[src/common/scm_regs.svh]
// register map, field positions and timing counts of the integrity monitor
`ifndef SCM_REGS_SVH
`define SCM_REGS_SVH

`define SCM_ADR_W 8
`define SCM_ADR_CTRL 8'h00
`define SCM_ADR_OPTS 8'h04

`define SCM_BIT_SRC 3'd7
`define SCM_BIT_AUX_IE 3'd6
`define SCM_BIT_AUX_FLAG 3'd5
`define SCM_BIT_UVR_FLAG 3'd4
`define SCM_BIT_CSS_IE 3'd2
`define SCM_BIT_CSS_DET 3'd1
`define SCM_BIT_WDG_FLAG 3'd0

`define SCM_CTRL_RESET 8'h00
`define SCM_WORD_ZERO 32'h0000_0000
// idle levels of the synchronised inputs: clock present, reset pin released
`define SCM_SYNC_IDLE 7'h50

`define SCM_DLY_W 13
`define SCM_DLY_SHORT 13'h0100
`define SCM_DLY_LONG 13'h1000

`define SCM_CLK_MHZ 100
`define SCM_RST_PULSE_NS 1000

`endif

[src/common/scm_pkg.sv]
// types shared by the integrity monitor
package scm_pkg;
    typedef enum logic [1:0] {RS_IDLE, RS_ACTIVE, RS_DELAY} scm_rst_t;
    typedef enum logic [1:0] {CK_MAIN, CK_SAFE, CK_OFF} scm_clk_t;
endpackage

[src/rtl/scm_top.sv]
// supply and clock integrity monitor with wishbone control/status register
`timescale 1ns/1ps
`include "scm_regs.svh"

module scm_top
    import scm_pkg::*;
#(
    parameter int RST_PULSE_NS = `SCM_RST_PULSE_NS,
    parameter int PULSE_W = 16
)
(
    input wire logic clk_i,
    input wire logic rst_i,
    input wire logic ce_i,
    input wire logic wb_cyc_i,
    input wire logic wb_stb_i,
    input wire logic wb_we_i,
    input wire logic [`SCM_ADR_W-1:0] wb_adr_i,
    input wire logic [3:0] wb_sel_i,
    input wire logic [31:0] wb_dat_i,
    output logic [31:0] wb_dat_o,
    output logic wb_ack_o,
    input wire logic opt_uvr_enable_i,
    input wire logic [1:0] opt_uvr_level_i,
    input wire logic opt_css_enable_i,
    input wire logic opt_pll_enable_i,
    input wire logic opt_long_delay_i,
    input wire logic uvr_below_rise_i,
    input wire logic uvr_below_fall_i,
    input wire logic aux_supply_cmp_i,
    input wire logic aux_pin_cmp_i,
    input wire logic osc_present_i,
    input wire logic osc_glitch_i,
    input wire logic rst_pin_i,
    input wire logic wdg_underflow_i,
    input wire logic cpu_imask_i,
    input wire logic aux_irq_ack_i,
    input wire logic wait_i,
    input wire logic halt_i,
    output logic rst_pin_o,
    output logic rst_pin_oe_n_o,
    output logic sys_reset_o,
    output logic [1:0] uvr_level_o,
    output logic uvr_enable_o,
    output logic safe_osc_en_o,
    output logic clk_sel_safe_o,
    output logic clk_filter_en_o,
    output logic clk_gate_o,
    output logic aux_irq_o,
    output logic css_irq_o,
    output logic wake_o
);

    localparam int PULSE_CYC = (RST_PULSE_NS * `SCM_CLK_MHZ + 999) / 1000;
    localparam int NSYNC = 7;
    localparam logic [NSYNC-1:0] SYNC_IDLE = `SCM_SYNC_IDLE;

    generate
        if (PULSE_CYC < 1 || PULSE_CYC >= (1 << PULSE_W))
        begin : g_bad
            $error("reset pulse count does not fit its counter");
        end
    endgenerate

    // two-flop synchronisers for every asynchronous analog or pin input;
    // reset to idle levels so no false clock loss or pin reset follows reset
    logic [NSYNC-1:0] async_in;
    logic [NSYNC-1:0] sync_a;
    logic [NSYNC-1:0] sync_b;
    assign async_in = {rst_pin_i, osc_glitch_i, osc_present_i, aux_pin_cmp_i,
                       aux_supply_cmp_i, uvr_below_fall_i, uvr_below_rise_i};

    genvar gi;
    generate
        for (gi = 0; gi < NSYNC; gi++)
        begin : g_sync
            always_ff @(posedge clk_i)
            begin
                if (rst_i)
                begin
                    sync_a[gi] <= SYNC_IDLE[gi];
                    sync_b[gi] <= SYNC_IDLE[gi];
                end
                else if (ce_i)
                begin
                    sync_a[gi] <= async_in[gi];
                    sync_b[gi] <= sync_a[gi];
                end
            end
        end
    endgenerate

    logic below_rise;
    logic below_fall;
    logic aux_sup;
    logic aux_pin;
    logic osc_ok;
    logic osc_glitch;
    logic pin_low;
    assign below_rise = sync_b[0];
    assign below_fall = sync_b[1];
    assign aux_sup = sync_b[2];
    assign aux_pin = sync_b[3];
    assign osc_ok = sync_b[4];
    assign osc_glitch = sync_b[5];
    assign pin_low = ~sync_b[6];

    // control register bits and pending interrupt flags
    logic src_sel;
    logic aux_ie;
    logic css_ie;
    logic uvr_flag;
    logic wdg_flag;
    logic css_det;
    logic aux_pend;
    logic css_pend;

    // hysteresis: enter on falling threshold, leave above rising threshold
    logic uv;
    always_ff @(posedge clk_i)
    begin
        if (rst_i)
            uv <= 1'b0;
        else if (ce_i)
        begin
            if (!opt_uvr_enable_i)
                uv <= 1'b0;
            else if (uv)
                uv <= below_rise;
            else
                uv <= below_fall;
        end
    end

    assign uvr_level_o = opt_uvr_level_i;
    assign uvr_enable_o = opt_uvr_enable_i;

    // reset sequence: active phase, then the option-selected delay
    scm_rst_t rst_state;
    logic [PULSE_W-1:0] pulse_cnt;
    logic [`SCM_DLY_W-1:0] dly_cnt;
    logic wdg_hit;
    logic ext_hit;
    logic [1:0] drv_hist;
    assign wdg_hit = wdg_underflow_i;
    // the pin echoes our own drive through the synchroniser for two cycles
    assign ext_hit = pin_low && (rst_state == RS_IDLE) && !(|drv_hist);

    always_ff @(posedge clk_i)
    begin
        if (rst_i)
            drv_hist <= '1;
        else if (ce_i)
            drv_hist <= {drv_hist[0], rst_state != RS_IDLE};
    end

    always_ff @(posedge clk_i)
    begin
        if (rst_i)
        begin
            rst_state <= RS_ACTIVE;
            pulse_cnt <= PULSE_W'(PULSE_CYC);
            dly_cnt <= `SCM_DLY_W'(0);
        end
        else if (ce_i)
        begin
            case (rst_state)
                RS_IDLE:
                begin
                    if (uv || wdg_hit || ext_hit)
                    begin
                        rst_state <= RS_ACTIVE;
                        pulse_cnt <= PULSE_W'(PULSE_CYC);
                    end
                end
                RS_ACTIVE:
                begin
                    if (wdg_hit)
                        pulse_cnt <= PULSE_W'(PULSE_CYC);
                    else if (pulse_cnt != PULSE_W'(0))
                        pulse_cnt <= pulse_cnt - PULSE_W'(1);
                    if (!uv && !wdg_hit && pulse_cnt == PULSE_W'(0))
                    begin
                        rst_state <= RS_DELAY;
                        dly_cnt <= opt_long_delay_i ? `SCM_DLY_LONG
                                                    : `SCM_DLY_SHORT;
                    end
                end
                RS_DELAY:
                begin
                    if (uv || wdg_hit)
                    begin
                        rst_state <= RS_ACTIVE;
                        pulse_cnt <= PULSE_W'(PULSE_CYC);
                    end
                    else if (dly_cnt == `SCM_DLY_W'(1))
                        rst_state <= RS_IDLE;
                    else
                        dly_cnt <= dly_cnt - `SCM_DLY_W'(1);
                end
                default:
                    rst_state <= RS_ACTIVE;
            endcase
        end
    end

    assign sys_reset_o = (rst_state != RS_IDLE);
    assign rst_pin_o = 1'b0;
    assign rst_pin_oe_n_o = (rst_state == RS_IDLE);

    // auxiliary detector flag, qualified by the undervoltage option
    logic aux_raw;
    logic aux_flag;
    logic aux_prev;
    assign aux_raw = src_sel ? aux_pin : aux_sup;
    assign aux_flag = opt_uvr_enable_i & aux_raw;

    always_ff @(posedge clk_i)
    begin
        if (rst_i)
            aux_prev <= 1'b0;
        else if (ce_i)
            aux_prev <= aux_flag;
    end

    // wishbone slave, one wait state
    logic bus_req;
    logic wr_ctrl;
    logic rd_ctrl;
    logic [7:0] ctrl_val;
    logic next_aux_ie;
    assign bus_req = wb_cyc_i && wb_stb_i && !wb_ack_o;
    assign wr_ctrl = bus_req && wb_we_i && wb_sel_i[0]
                     && (wb_adr_i == `SCM_ADR_CTRL);
    assign rd_ctrl = bus_req && !wb_we_i && (wb_adr_i == `SCM_ADR_CTRL);
    assign next_aux_ie = wr_ctrl ? wb_dat_i[`SCM_BIT_AUX_IE] : aux_ie;

    always_comb
    begin
        ctrl_val = `SCM_CTRL_RESET;
        ctrl_val[`SCM_BIT_SRC] = src_sel;
        ctrl_val[`SCM_BIT_AUX_IE] = aux_ie;
        ctrl_val[`SCM_BIT_AUX_FLAG] = aux_flag;
        ctrl_val[`SCM_BIT_UVR_FLAG] = uvr_flag;
        ctrl_val[`SCM_BIT_CSS_IE] = css_ie;
        ctrl_val[`SCM_BIT_CSS_DET] = css_det & opt_css_enable_i;
        ctrl_val[`SCM_BIT_WDG_FLAG] = wdg_flag;
    end

    always_ff @(posedge clk_i)
    begin
        if (rst_i)
        begin
            wb_ack_o <= 1'b0;
            wb_dat_o <= `SCM_WORD_ZERO;
        end
        else if (ce_i)
        begin
            wb_ack_o <= bus_req;
            if (bus_req && !wb_we_i)
            begin
                if (wb_adr_i == `SCM_ADR_CTRL)
                    wb_dat_o <= {24'h00_0000, ctrl_val};
                else if (wb_adr_i == `SCM_ADR_OPTS)
                    wb_dat_o <= {27'h000_0000, opt_long_delay_i,
                                 opt_pll_enable_i, opt_css_enable_i,
                                 opt_uvr_level_i};
                else
                    wb_dat_o <= `SCM_WORD_ZERO;
            end
        end
    end

    // software configuration; kept through halt, defaults only on reset
    always_ff @(posedge clk_i)
    begin
        if (rst_i)
        begin
            src_sel <= 1'b0;
            aux_ie <= 1'b0;
            css_ie <= 1'b0;
        end
        else if (ce_i && wr_ctrl)
        begin
            src_sel <= wb_dat_i[`SCM_BIT_SRC];
            aux_ie <= wb_dat_i[`SCM_BIT_AUX_IE];
            css_ie <= wb_dat_i[`SCM_BIT_CSS_IE];
        end
    end

    // reset cause flags: hardware set wins over a software zero write
    always_ff @(posedge clk_i)
    begin
        if (rst_i)
        begin
            uvr_flag <= 1'b0;
            wdg_flag <= 1'b0;
        end
        else if (ce_i)
        begin
            if (uv)
                uvr_flag <= 1'b1;
            else if (wr_ctrl && !wb_dat_i[`SCM_BIT_UVR_FLAG])
                uvr_flag <= 1'b0;
            if (uv)
                wdg_flag <= 1'b0;
            else if (wdg_hit)
                wdg_flag <= 1'b1;
            else if (wr_ctrl && !wb_dat_i[`SCM_BIT_WDG_FLAG])
                wdg_flag <= 1'b0;
        end
    end

    // auxiliary pending interrupt
    logic aux_edge;
    logic aux_arm;
    assign aux_edge = (aux_flag != aux_prev) && !sys_reset_o;
    assign aux_arm = !aux_ie && next_aux_ie && aux_flag;

    always_ff @(posedge clk_i)
    begin
        if (rst_i)
            aux_pend <= 1'b0;
        else if (ce_i)
        begin
            if (!opt_uvr_enable_i)
                aux_pend <= 1'b0;
            else if ((aux_edge && aux_ie) || aux_arm)
                aux_pend <= 1'b1;
            else if (aux_irq_ack_i)
                aux_pend <= 1'b0;
        end
    end

    // clock guard: main, safe, or off while halted
    scm_clk_t clk_state;
    logic guard_on;
    assign guard_on = opt_css_enable_i && !halt_i;

    always_ff @(posedge clk_i)
    begin
        if (rst_i)
            clk_state <= CK_MAIN;
        else if (ce_i)
        begin
            case (clk_state)
                CK_MAIN:
                begin
                    if (!guard_on && opt_css_enable_i)
                        clk_state <= CK_OFF;
                    else if (guard_on && !osc_ok)
                        clk_state <= CK_SAFE;
                end
                CK_SAFE:
                begin
                    if (!guard_on)
                        clk_state <= CK_OFF;
                    else if (osc_ok)
                        clk_state <= CK_MAIN;
                end
                CK_OFF:
                begin
                    if (!halt_i)
                        clk_state <= CK_MAIN;
                end
                default:
                    clk_state <= CK_MAIN;
            endcase
        end
    end

    assign clk_sel_safe_o = (clk_state == CK_SAFE);
    assign safe_osc_en_o = guard_on;
    assign clk_filter_en_o = opt_pll_enable_i && guard_on;
    assign clk_gate_o = !(clk_filter_en_o && osc_glitch);

    // detected flag clears on a read once the main clock is back
    always_ff @(posedge clk_i)
    begin
        if (rst_i)
        begin
            css_det <= 1'b0;
            css_pend <= 1'b0;
        end
        else if (ce_i)
        begin
            if (!opt_css_enable_i)
            begin
                css_det <= 1'b0;
                css_pend <= 1'b0;
            end
            else if (clk_state == CK_SAFE)
            begin
                css_det <= 1'b1;
                if (!css_det && css_ie)
                    css_pend <= 1'b1;
            end
            else if (rd_ctrl)
            begin
                css_det <= 1'b0;
                css_pend <= 1'b0;
            end
        end
    end

    assign aux_irq_o = aux_pend && aux_ie && !cpu_imask_i
                       && opt_uvr_enable_i;
    assign css_irq_o = css_pend && css_ie && !cpu_imask_i;
    assign wake_o = wait_i && (aux_irq_o || css_irq_o);

    chk_uv_pin_low: assert property (@(posedge clk_i)
        disable iff (rst_i || !ce_i)
        uv |=> !rst_pin_oe_n_o)
        else $error("reset pin not driven during undervoltage");

    chk_wdg_pulse_len: assert property (@(posedge clk_i)
        disable iff (rst_i || !ce_i)
        (wdg_hit && !uv) |=> !rst_pin_oe_n_o [*8])
        else $error("watchdog reset pulse too short");

    chk_uv_static: assert property (@(posedge clk_i)
        disable iff (rst_i || !ce_i)
        uv |=> sys_reset_o)
        else $error("system left reset during undervoltage");

    chk_aux_gated: assert property (@(posedge clk_i)
        disable iff (rst_i || !ce_i)
        !opt_uvr_enable_i |-> !ctrl_val[`SCM_BIT_AUX_FLAG] && !aux_irq_o)
        else $error("aux detector active with option off");

    chk_aux_toggle: assert property (@(posedge clk_i)
        disable iff (rst_i || !ce_i)
        (aux_edge && aux_ie && opt_uvr_enable_i) |=> aux_pend)
        else $error("aux toggle lost its interrupt");

    chk_aux_in_delay: assert property (@(posedge clk_i)
        disable iff (rst_i || !ce_i)
        (sys_reset_o && !aux_pend && !aux_arm) |=> !aux_pend)
        else $error("aux interrupt raised during reset delay");

    chk_safe_switch: assert property (@(posedge clk_i)
        disable iff (rst_i || !ce_i)
        (clk_state == CK_MAIN && guard_on && !osc_ok)
        |=> clk_sel_safe_o ##1 css_det)
        else $error("no switch to safe oscillator");

    chk_switch_back: assert property (@(posedge clk_i)
        disable iff (rst_i || !ce_i)
        (clk_sel_safe_o && guard_on && osc_ok) |=> !clk_sel_safe_o)
        else $error("no switch back to main clock");

    chk_halt_off: assert property (@(posedge clk_i)
        disable iff (rst_i || !ce_i)
        halt_i |-> !safe_osc_en_o ##1 !clk_sel_safe_o)
        else $error("clock guard active in halt");

    chk_irq_mask: assert property (@(posedge clk_i)
        disable iff (rst_i)
        (cpu_imask_i || !aux_ie) |-> !aux_irq_o)
        else $error("aux interrupt delivered while masked");

    chk_det_clear: assert property (@(posedge clk_i)
        disable iff (rst_i || !ce_i)
        (rd_ctrl && clk_state != CK_SAFE) |=> !css_det)
        else $error("detected flag not cleared by read");

    chk_wdg_flag: assert property (@(posedge clk_i)
        disable iff (rst_i || !ce_i)
        (wdg_hit && !uv) |=> wdg_flag)
        else $error("watchdog flag not set");

endmodule

[config.mk]
export PLATFORM = sky130hd
export DESIGN_NAME = scm_top
export DESIGN_NICKNAME = d
export VERILOG_FILES = /design/src/common/scm_pkg.sv /design/src/rtl/scm_top.sv
export VERILOG_INCLUDE_DIRS = /design/src /design/src/common
export SDC_FILE = /design/constraint.sdc
export NUM_CORES = 1
export LEC_CHECK = 0
export ABC_AREA = 1
export BUFFER_PORTS_ARGS = -buffer_cell sky130_fd_sc_hd__buf_4
export CORE_MARGIN = 2
export CORE_UTILIZATION = 50
export DETAILED_ROUTE_END_ITERATION = 16
export HOLD_SLACK_MARGIN = 0.05
export MAX_ROUTING_LAYER = met4
export PLACE_DENSITY = 0.76
export RECOVER_POWER = 100
export REMOVE_ABC_BUFFERS = 1
export SYNTH_ARGS = -nofsm -noshare
export SYNTH_HDL_FRONTEND = slang
export SYNTH_SLANG_ARGS = --single-unit
[constraint.sdc]
create_clock -name clk_i -period 1.93 [get_ports clk_i]
set_clock_uncertainty 0.1 [all_clocks]
set_input_delay 0.0965 -clock clk_i [delete_from_list [all_inputs] [get_ports clk_i]]
set_output_delay 0.0965 -clock clk_i [all_outputs]
set_load 0.005 [all_outputs]
==> results.py, run 1 <==
metrics = {
    "status": {
        "status": "finished, final reports clean",
    },
    "layout": {
        "fillers": 706,
        "synthToLayoutAreaGrowth_pct": 21.0,
        "regArea_sq_mm": 0.00136,
        "layout-drive-gt1-share_pct": 13.4,
        "antenna_cells": 0,
        "multiInputGateArea_sq_mm": 0.00207,
        "final_nets": 752,
        "finalNonFillerCells": 787,
    },
    "power_and_ir_drop": {
        "total_power_w": 0.00347,
        "power_density_mw_per_mm2": 734,
        "p_seq_share_pct": 43.1,
        "peakVddDrop_v": 0.000392,
        "power.switching_w": 0.000934,
        "pwr-share-comb_pct": 15.1,
        "intPower_w": 0.00253,
        "switching_share_pct": 26.9,
        "p_leak_nw": 2.27,
        "clockPowerShare_pct": 41.8,
    },
    "synth": {
        "yosysWarnings": 0,
        "syn_area_per_cell_sq_um": 6.43,
        "synth_cell_types": 36,
        "netlist_instances": 607,
        "synth-simple-area-share_pct": 35.3,
        "synth_compound_area_share_pct": 13.1,
        "synth_edf_count": 0,
        "ys_seq_elements": 68,
        "ys.flop_type": "dfxtp_1",
        "ys_async_sr_fraction_pct": 0,
        "synth_area_sq_mm": 0.00390,
        "synth_top_family_by_area": "simple AND/OR/NAND/NOR gates",
        "synthAdderAreaFrac_pct": 1.28,
        "synth_xor_area_share_pct": 1.12,
        "muxShareOfSynthArea_pct": 0,
        "yosysSeqAreaShare_pct": 34.9,
    },
    "route": {
        "postRouteAntennaNets": 0,
        "routed_wl_mm": 9.08,
        "viasPerCell": 5.01,
        "firstDrtPassIters": 5,
        "drc": 0,
        "wl_per_cell_um": 11.5,
        "vias": 3944,
        "drt_iter0_markers": 195,
    },
    "sta": {
        "report.final.hold_viol_count": 0,
        "timing.final.crit_share_pct": 89.3,
        "fmax_mhz": 580,
        "finalSetupTns_ns": 0,
        "hold_ws_ns": 0.0555,
        "drv_slew": 0,
        "setup_viol": 0,
        "period_needed_ns": 1.72,
        "grt_setup_unrepaired": "no",
    },
    "placed_design": {
        "hpwl_mm": 6.43,
        "port_buffers": 58,
        "dp_cells": 752,
        "gp_congestion": 0.850,
    },
    "setup_path": {
        "rr_endpoint": "pulse_cnt[7]$_SDFFE_PP0P_",
        "worstPathMaxFanout": 15,
        "worstRegToRegCells": 9,
        "endpoint_kind": "flip-flop",
        "criticalPathCategory": "flip-flop to flip-flop",
        "r2r-start": "rst_state[0]$_SDFFE_PP1P_",
        "regToRegSetupSlack_ns": 0.21,
        "arrival_ns": 1.92,
        "startpoint_type": "flip-flop",
        "cp.required_ns": 2.12,
    },
    "min_path": {
        "min_to": "aux_pend$_SDFFE_PP0P_",
        "min_from": "aux_irq_ack_i",
        "hold_path.class": "primary input to flip-flop",
        "worstHoldPathCells": 6,
    },
    "global_route": {
        "globalRouteOverflowTotal": 0,
        "grt_max_degree": 33,
        "antenna_found_initial": 0,
        "grt_pass1_vias": 3934,
        "grt_pass1_wl_mm": 15.8,
        "grtUsageTotal_pct": 22.9,
    },
    "floorplan": {
        "num_rows": 32,
        "io_pins": 114,
        "coreArea_sq_mm": 0.00765,
        "die_h_um": 92.4,
        "die_x_um": 92.4,
        "initial_core_util_pct": 51.0,
        "die-area_sq_mm": 0.00853,
    },
    "clocking": {
        "cts.sinks": 68,
        "htreeDepth": 3,
        "cts_tree": "done",
        "holdBufCountCts": 19,
        "cts-root-buf": "clkbuf_8",
        "cts_buffers": 9,
        "cts_buffer_depth": 2,
        "clk_latency_ns": 0.35,
        "clk_transition_reported_paths_ns": 0.08,
        "postCtsSetupBuffers": 0,
        "cts_resized": 0,
    },
    "job": {
        "max_cap_violations": 0,
    },
}
[cell type report]
class	count	area share (%)
clock inverter	7	2.57
timing repair buffer	83	13.9
clock buffer	9	2.62
tap	102	2.70
multi-input combinational	449	43.9
sequential	68	28.8
inverter	69	5.48
[cells in the final DEF, fill, tap and decap left out, types with 4 or more instances in the layout]
cell	instances
inv_1	67
conb_1	25
clkbuf_8	9
clkbuf_4	16
a211oi_1	5
buf_4	44
nor2_2	5
nand4_1	4
a21oi_1	42
dlygate4sd3_1	19
nand2_1	144
clkbuf_1	4
dfxtp_1	68
nand3_1	51
o21bai_1	6
nor2_1	97
ha_1	4
o21ai_0	33
nor3_1	5
[per-stage QoR]
stage | utilization, % | worst slack, ns | instance area (sq um)
6_report | 61.7 | 0.207 | 4720
2_1_floorplan | - | 0.298 | 3700
3_3_place_gp | 56.3 | 0.295 | 4310
3_5_place_dp | 56.3 | 0.252 | 4310
5_1_grt | 61.7 | 0.0419 | 4720
4_1_cts | 62.0 | 0.242 | 4740
[synthesized netlist by cell type, types with 3 or more instances]
cell type / number / area (sq um)
inv_2: 4 / 15.0
inv_1: 65 / 244
clkbuf_1: 10 / 37.5
xor2_1: 3 / 26.3
nor2_1: 96 / 360
nor2_2: 6 / 37.5
a211oi_1: 5 / 37.5
nand4_1: 4 / 25.0
nand3_1: 51 / 255
a21oi_1: 42 / 210
o21ai_0: 32 / 160
nand2_2: 3 / 18.8
o21bai_1: 6 / 45.0
ha_1: 4 / 50.1
nand2_1: 144 / 541
buf_2: 3 / 15.0
buf_4: 29 / 218
nor3_1: 5 / 25.0
nand3b_1: 3 / 22.5
dfxtp_1: 68 / 1360
o211ai_1: 3 / 22.5
[critical path, cell delays in order (launching register included)]
cell     delay (ns)
dfxtp_1        0.37
nor2_1         0.33
nand3_1        0.17
nand3_2        0.13
inv_1          0.07
nand2_2        0.22
nor2_1         0.08
nand2_1        0.06
nand2_1        0.05
nor2_1         0.08
[worst max path at each step]
stage                                         start                          to  slack (ns)
after floorplan           rst_state[0]$_SDFFE_PP1P_   pulse_cnt[8]$_SDFFE_PP0P_        0.30
after global placement    pulse_cnt[0]$_SDFFE_PP0P_     dly_cnt[8]$_SDFFE_PP0P_        0.30
after detailed placement  pulse_cnt[1]$_SDFFE_PP0P_  pulse_cnt[14]$_SDFFE_PP0P_        0.25
after CTS                 pulse_cnt[1]$_SDFFE_PP0P_  pulse_cnt[14]$_SDFFE_PP0P_        0.24
after global routing      pulse_cnt[0]$_SDFFE_PP0P_     dly_cnt[8]$_SDFFE_PP0P_        0.04
final                     rst_state[0]$_SDFFE_PP1P_   pulse_cnt[7]$_SDFFE_PP0P_        0.21
[power groups by stage]
stage          clock [W]  combinational (W)  sequential (W)
5_1_grt          0.00152           0.000597         0.00150
4_1_cts          0.00147           0.000529         0.00149
2_1_floorplan          0           0.000306         0.00152
3_3_place_gp           0           0.000481         0.00152
3_5_place_dp           0           0.000495         0.00153
6_report         0.00145           0.000524         0.00149
[flip-flops by register name, indices dropped and copies added (netlist names), 2 cells and up]
| signal | count |
|---|---|
| pulse_cnt | 16 |
| sync_a | 7 |
| clk_state | 2 |
| drv_hist | 2 |
| rst_state | 2 |
| wb_dat_o | 8 |
| dly_cnt | 13 |
[logic make-up after synthesis]
family	after synthesis
xor gates and xnor gates	5
and+or+nand+nor	321
DFF	68
adders and majority gates	4
AOI/OAI and AO/OA	94
buffers and inverters	114
other	1
[routing by layer]
| metal | share of wire, % | GRT usage (%) | vias up | routed length (um) |
|---|---|---|---|---|
| met4 | 2.1 | 11.2 | 0 | 193 |
| li1 | - | - | 2019 | - |
| met5 | 0 | - | - | 0 |
| met1 | 42 | 24.5 | 1754 | 3780 |
| met3 | 5.7 | 3.42 | 19 | 518 |
| met2 | 51 | 41.4 | 152 | 4590 |
No activity file was read; power rests on OpenSTA's default activity.
==> run 2, diff against run 1 <==
Settings changed: BUFFER_PORTS_ARGS -buffer_cell sky130_fd_sc_hd__buf_4 to not set, DONT_BUFFER_PORTS set to 1, PLACE_DENSITY 0.76 to 0.64.
==> run 2 against run 1 <==
Compared with the run above: die area is the same; wire length grew 2.0%; sequential share of layout area up 1.3 points; critical path depth stayed put; count of clock-buffer cells in the layout did not move; via count fell by 3.4%; setup slack got worse by 0.061 ns; final area down 4.3%; critical path type unchanged; critical endpoint is now clk_state[1]$_SDFFE_PP0P_; largest power group unchanged; highest routed layer unchanged.
==> results.py, run 2 (synthesis results as in run 1) <==
metrics = {
    "status": {
        "status": "finished, final reports clean",
    },
    "layout": {
        "regMostFlops": "pulse_cnt",
        "antenna_cells": 0,
        "finalNonFillerCells": 753,
        "top_regs": "pulse_cnt x16, dly_cnt x13, wb_dat_o x8",
        "final_nets": 718,
        "largest_register_ffs": 16,
        "synthToLayoutAreaGrowth_pct": 15.7,
        "fillers": 721,
        "layout-drive-gt1-share_pct": 5.99,
        "final_common_cell": "nand2_1",
        "layout_common_cells": "nand2_1, nor2_1, dfxtp_1",
    },
    "clocking": {
        "cts-root-buf": "clkbuf_8",
        "cts_buffers": 9,
        "clk_transition_reported_paths_ns": 0.09,
        "cts_tree": "done",
        "htreeDepth": 3,
        "clk_latency_ns": 0.35,
        "cts_buffer_depth": 2,
        "cts.sinks": 68,
        "postCtsSetupBuffers": 0,
    },
    "min_path": {
        "hold_path.class": "primary input to flip-flop",
    },
    "setup_path": {
        "crit_path_end": "clk_state[1]$_SDFFE_PP0P_",
        "startpoint_type": "flip-flop",
        "cp.required_ns": 2.08,
        "startpoint": "clk_state[1]$_SDFFE_PP0P_",
        "criticalPathCategory": "flip-flop to flip-flop",
        "worstRegToRegCells": 9,
        "endpoint_kind": "flip-flop",
        "worstPathMaxFanout": 4,
        "regToRegSetupSlack_ns": 0.15,
        "rr_endpoint": "clk_state[1]$_SDFFE_PP0P_",
        "arrival_ns": 1.93,
        "r2r-start": "clk_state[1]$_SDFFE_PP0P_",
    },
    "global_route": {
        "grt_pass1_wl_mm": 15.4,
        "antenna_found_initial": 0,
        "grt_max_degree": 32,
        "globalRouteOverflowTotal": 0,
        "grtUsageTotal_pct": 22.9,
        "grt_pass1_vias": 3526,
    },
    "sta": {
        "fmax_mhz": 561,
        "timing.final.crit_share_pct": 92.4,
        "report.final.hold_viol_count": 0,
        "grt_setup_unrepaired": "no",
        "worst_pin_slew_ns": 0.606,
        "finalSetupTns_ns": 0,
        "slew_headroom_pct": 59.6,
        "drv_slew": 0,
        "setup_viol": 0,
        "period_needed_ns": 1.78,
    },
    "power_and_ir_drop": {
        "p_leak_nw": 2.07,
        "power_density_mw_per_mm2": 717,
        "peakVddDrop_v": 0.000479,
    },
    "route": {
        "postRouteAntennaNets": 0,
        "firstDrtPassIters": 4,
        "drt_iter0_markers": 163,
        "vias": 3810,
        "drc": 0,
        "wl_per_cell_um": 12.3,
        "viasPerCell": 5.06,
        "routed_wl_mm": 9.26,
    },
    "placed_design": {
        "dp_cells": 695,
        "port_buffers": 0,
        "gp_congestion": 0.852,
        "hpwl_mm": 6.10,
    },
    "floorplan": {
        "io_pins": 114,
        "die-area_sq_mm": 0.00853,
        "coreArea_sq_mm": 0.00765,
        "num_rows": 32,
        "die_x_um": 92.4,
        "die_h_um": 92.4,
        "initial_core_util_pct": 51.0,
    },
    "job": {
        "max_cap_violations": 0,
    },
}
## run 2: changes by cell type in the layout (fill, tap and decap cells not counted), sizes merged
cell	previous run	this run
clkbuf	29	11
clkinvlp	0	1
clkinv	2	3
dlymetal6s4s	0	1
dlygate4sd3	19	40
buf	44	6
bufinv	3	1
## run 2: through the flow
step	utilization (%)	power, W	worst slack (ns)	hold slack, ns	instance area [sq um]
6_report	59.1	0.00324	0.146	0.0457	4520
5_1_grt	59.1	0.00339	0.00795	0.0930	4520
4_1_cts	59.2	0.00327	0.0329	0.0706	4530
3_5_place_dp	50.9	0.00193	0.270	0.0738	3890
3_3_place_gp	50.9	0.00191	0.295	0.0733	3890
2_1_floorplan	-	0.00182	0.298	0.0656	3700
## run 2: critical path, cell delays in order, from the launching register on
cell           delay, ns
dfxtp_1             0.33
inv_1               0.09
nand2_1             0.13
nor2_1              0.11
nand2_1             0.05
nand4_1             0.08
dlygate4sd3_1       0.61
nand2_1             0.06
o21ai_1             0.08
nor2_1              0.05
## run 2: timing repair
action,4_1_cts,5_1_grt
gates resized for setup,0,4
endpoints found under the hold margin,62,0
hold buffers,42,0
endpoints found under the setup margin,0,4
## run 2: worst min-delay path by stage
stage / start / endpoint / slack, ns / cells after the start
after detailed placement: rst_i / dly_cnt[7]$_SDFFE_PP0P_ / 0.07 / 1
after global placement: rst_i / dly_cnt[3]$_SDFFE_PP0P_ / 0.07 / 1
after global routing: opt_uvr_level_i[1] / uvr_level_o[1] / 0.09 / 0
after floorplan: rst_i / aux_prev$_SDFFE_PP0P_ / 0.07 / 1
final: halt_i / clk_state[1]$_SDFFE_PP0P_ / 0.05 / 4
after CTS: rst_i / osc_ok$_SDFFE_PP1P_ / 0.07 / 2
## run 2: where the power goes
part / internal [W] / leakage [nW] / switching [W]
Combinational: 0.000190 / 1.41 / 0.000307
Clock: 0.000619 / 0.102 / 0.000627
Sequential: 0.00146 / 0.554 / 0.0000376
Total: 0.00227 / 2.07 / 0.000972
## run 2: area by class of cell
class | instances | area [sq um] | share of cell area [%]
multi-input cells | 449 | 2070 | 45.8
well taps | 102 | 128 | 2.83
inverters | 69 | 259 | 5.73
clock buffers | 9 | 124 | 2.74
flip-flops and latches | 68 | 1360 | 30.1
clock inverters | 7 | 83.8 | 1.86
repair buffers | 49 | 490 | 10.9
## run 2: layer usage
layer	part of all wire [%]	track usage, %
met1	45	26.9
met5	0	-
met2	49	38.9
met3	5.7	5.53
met4	1.1	7.21
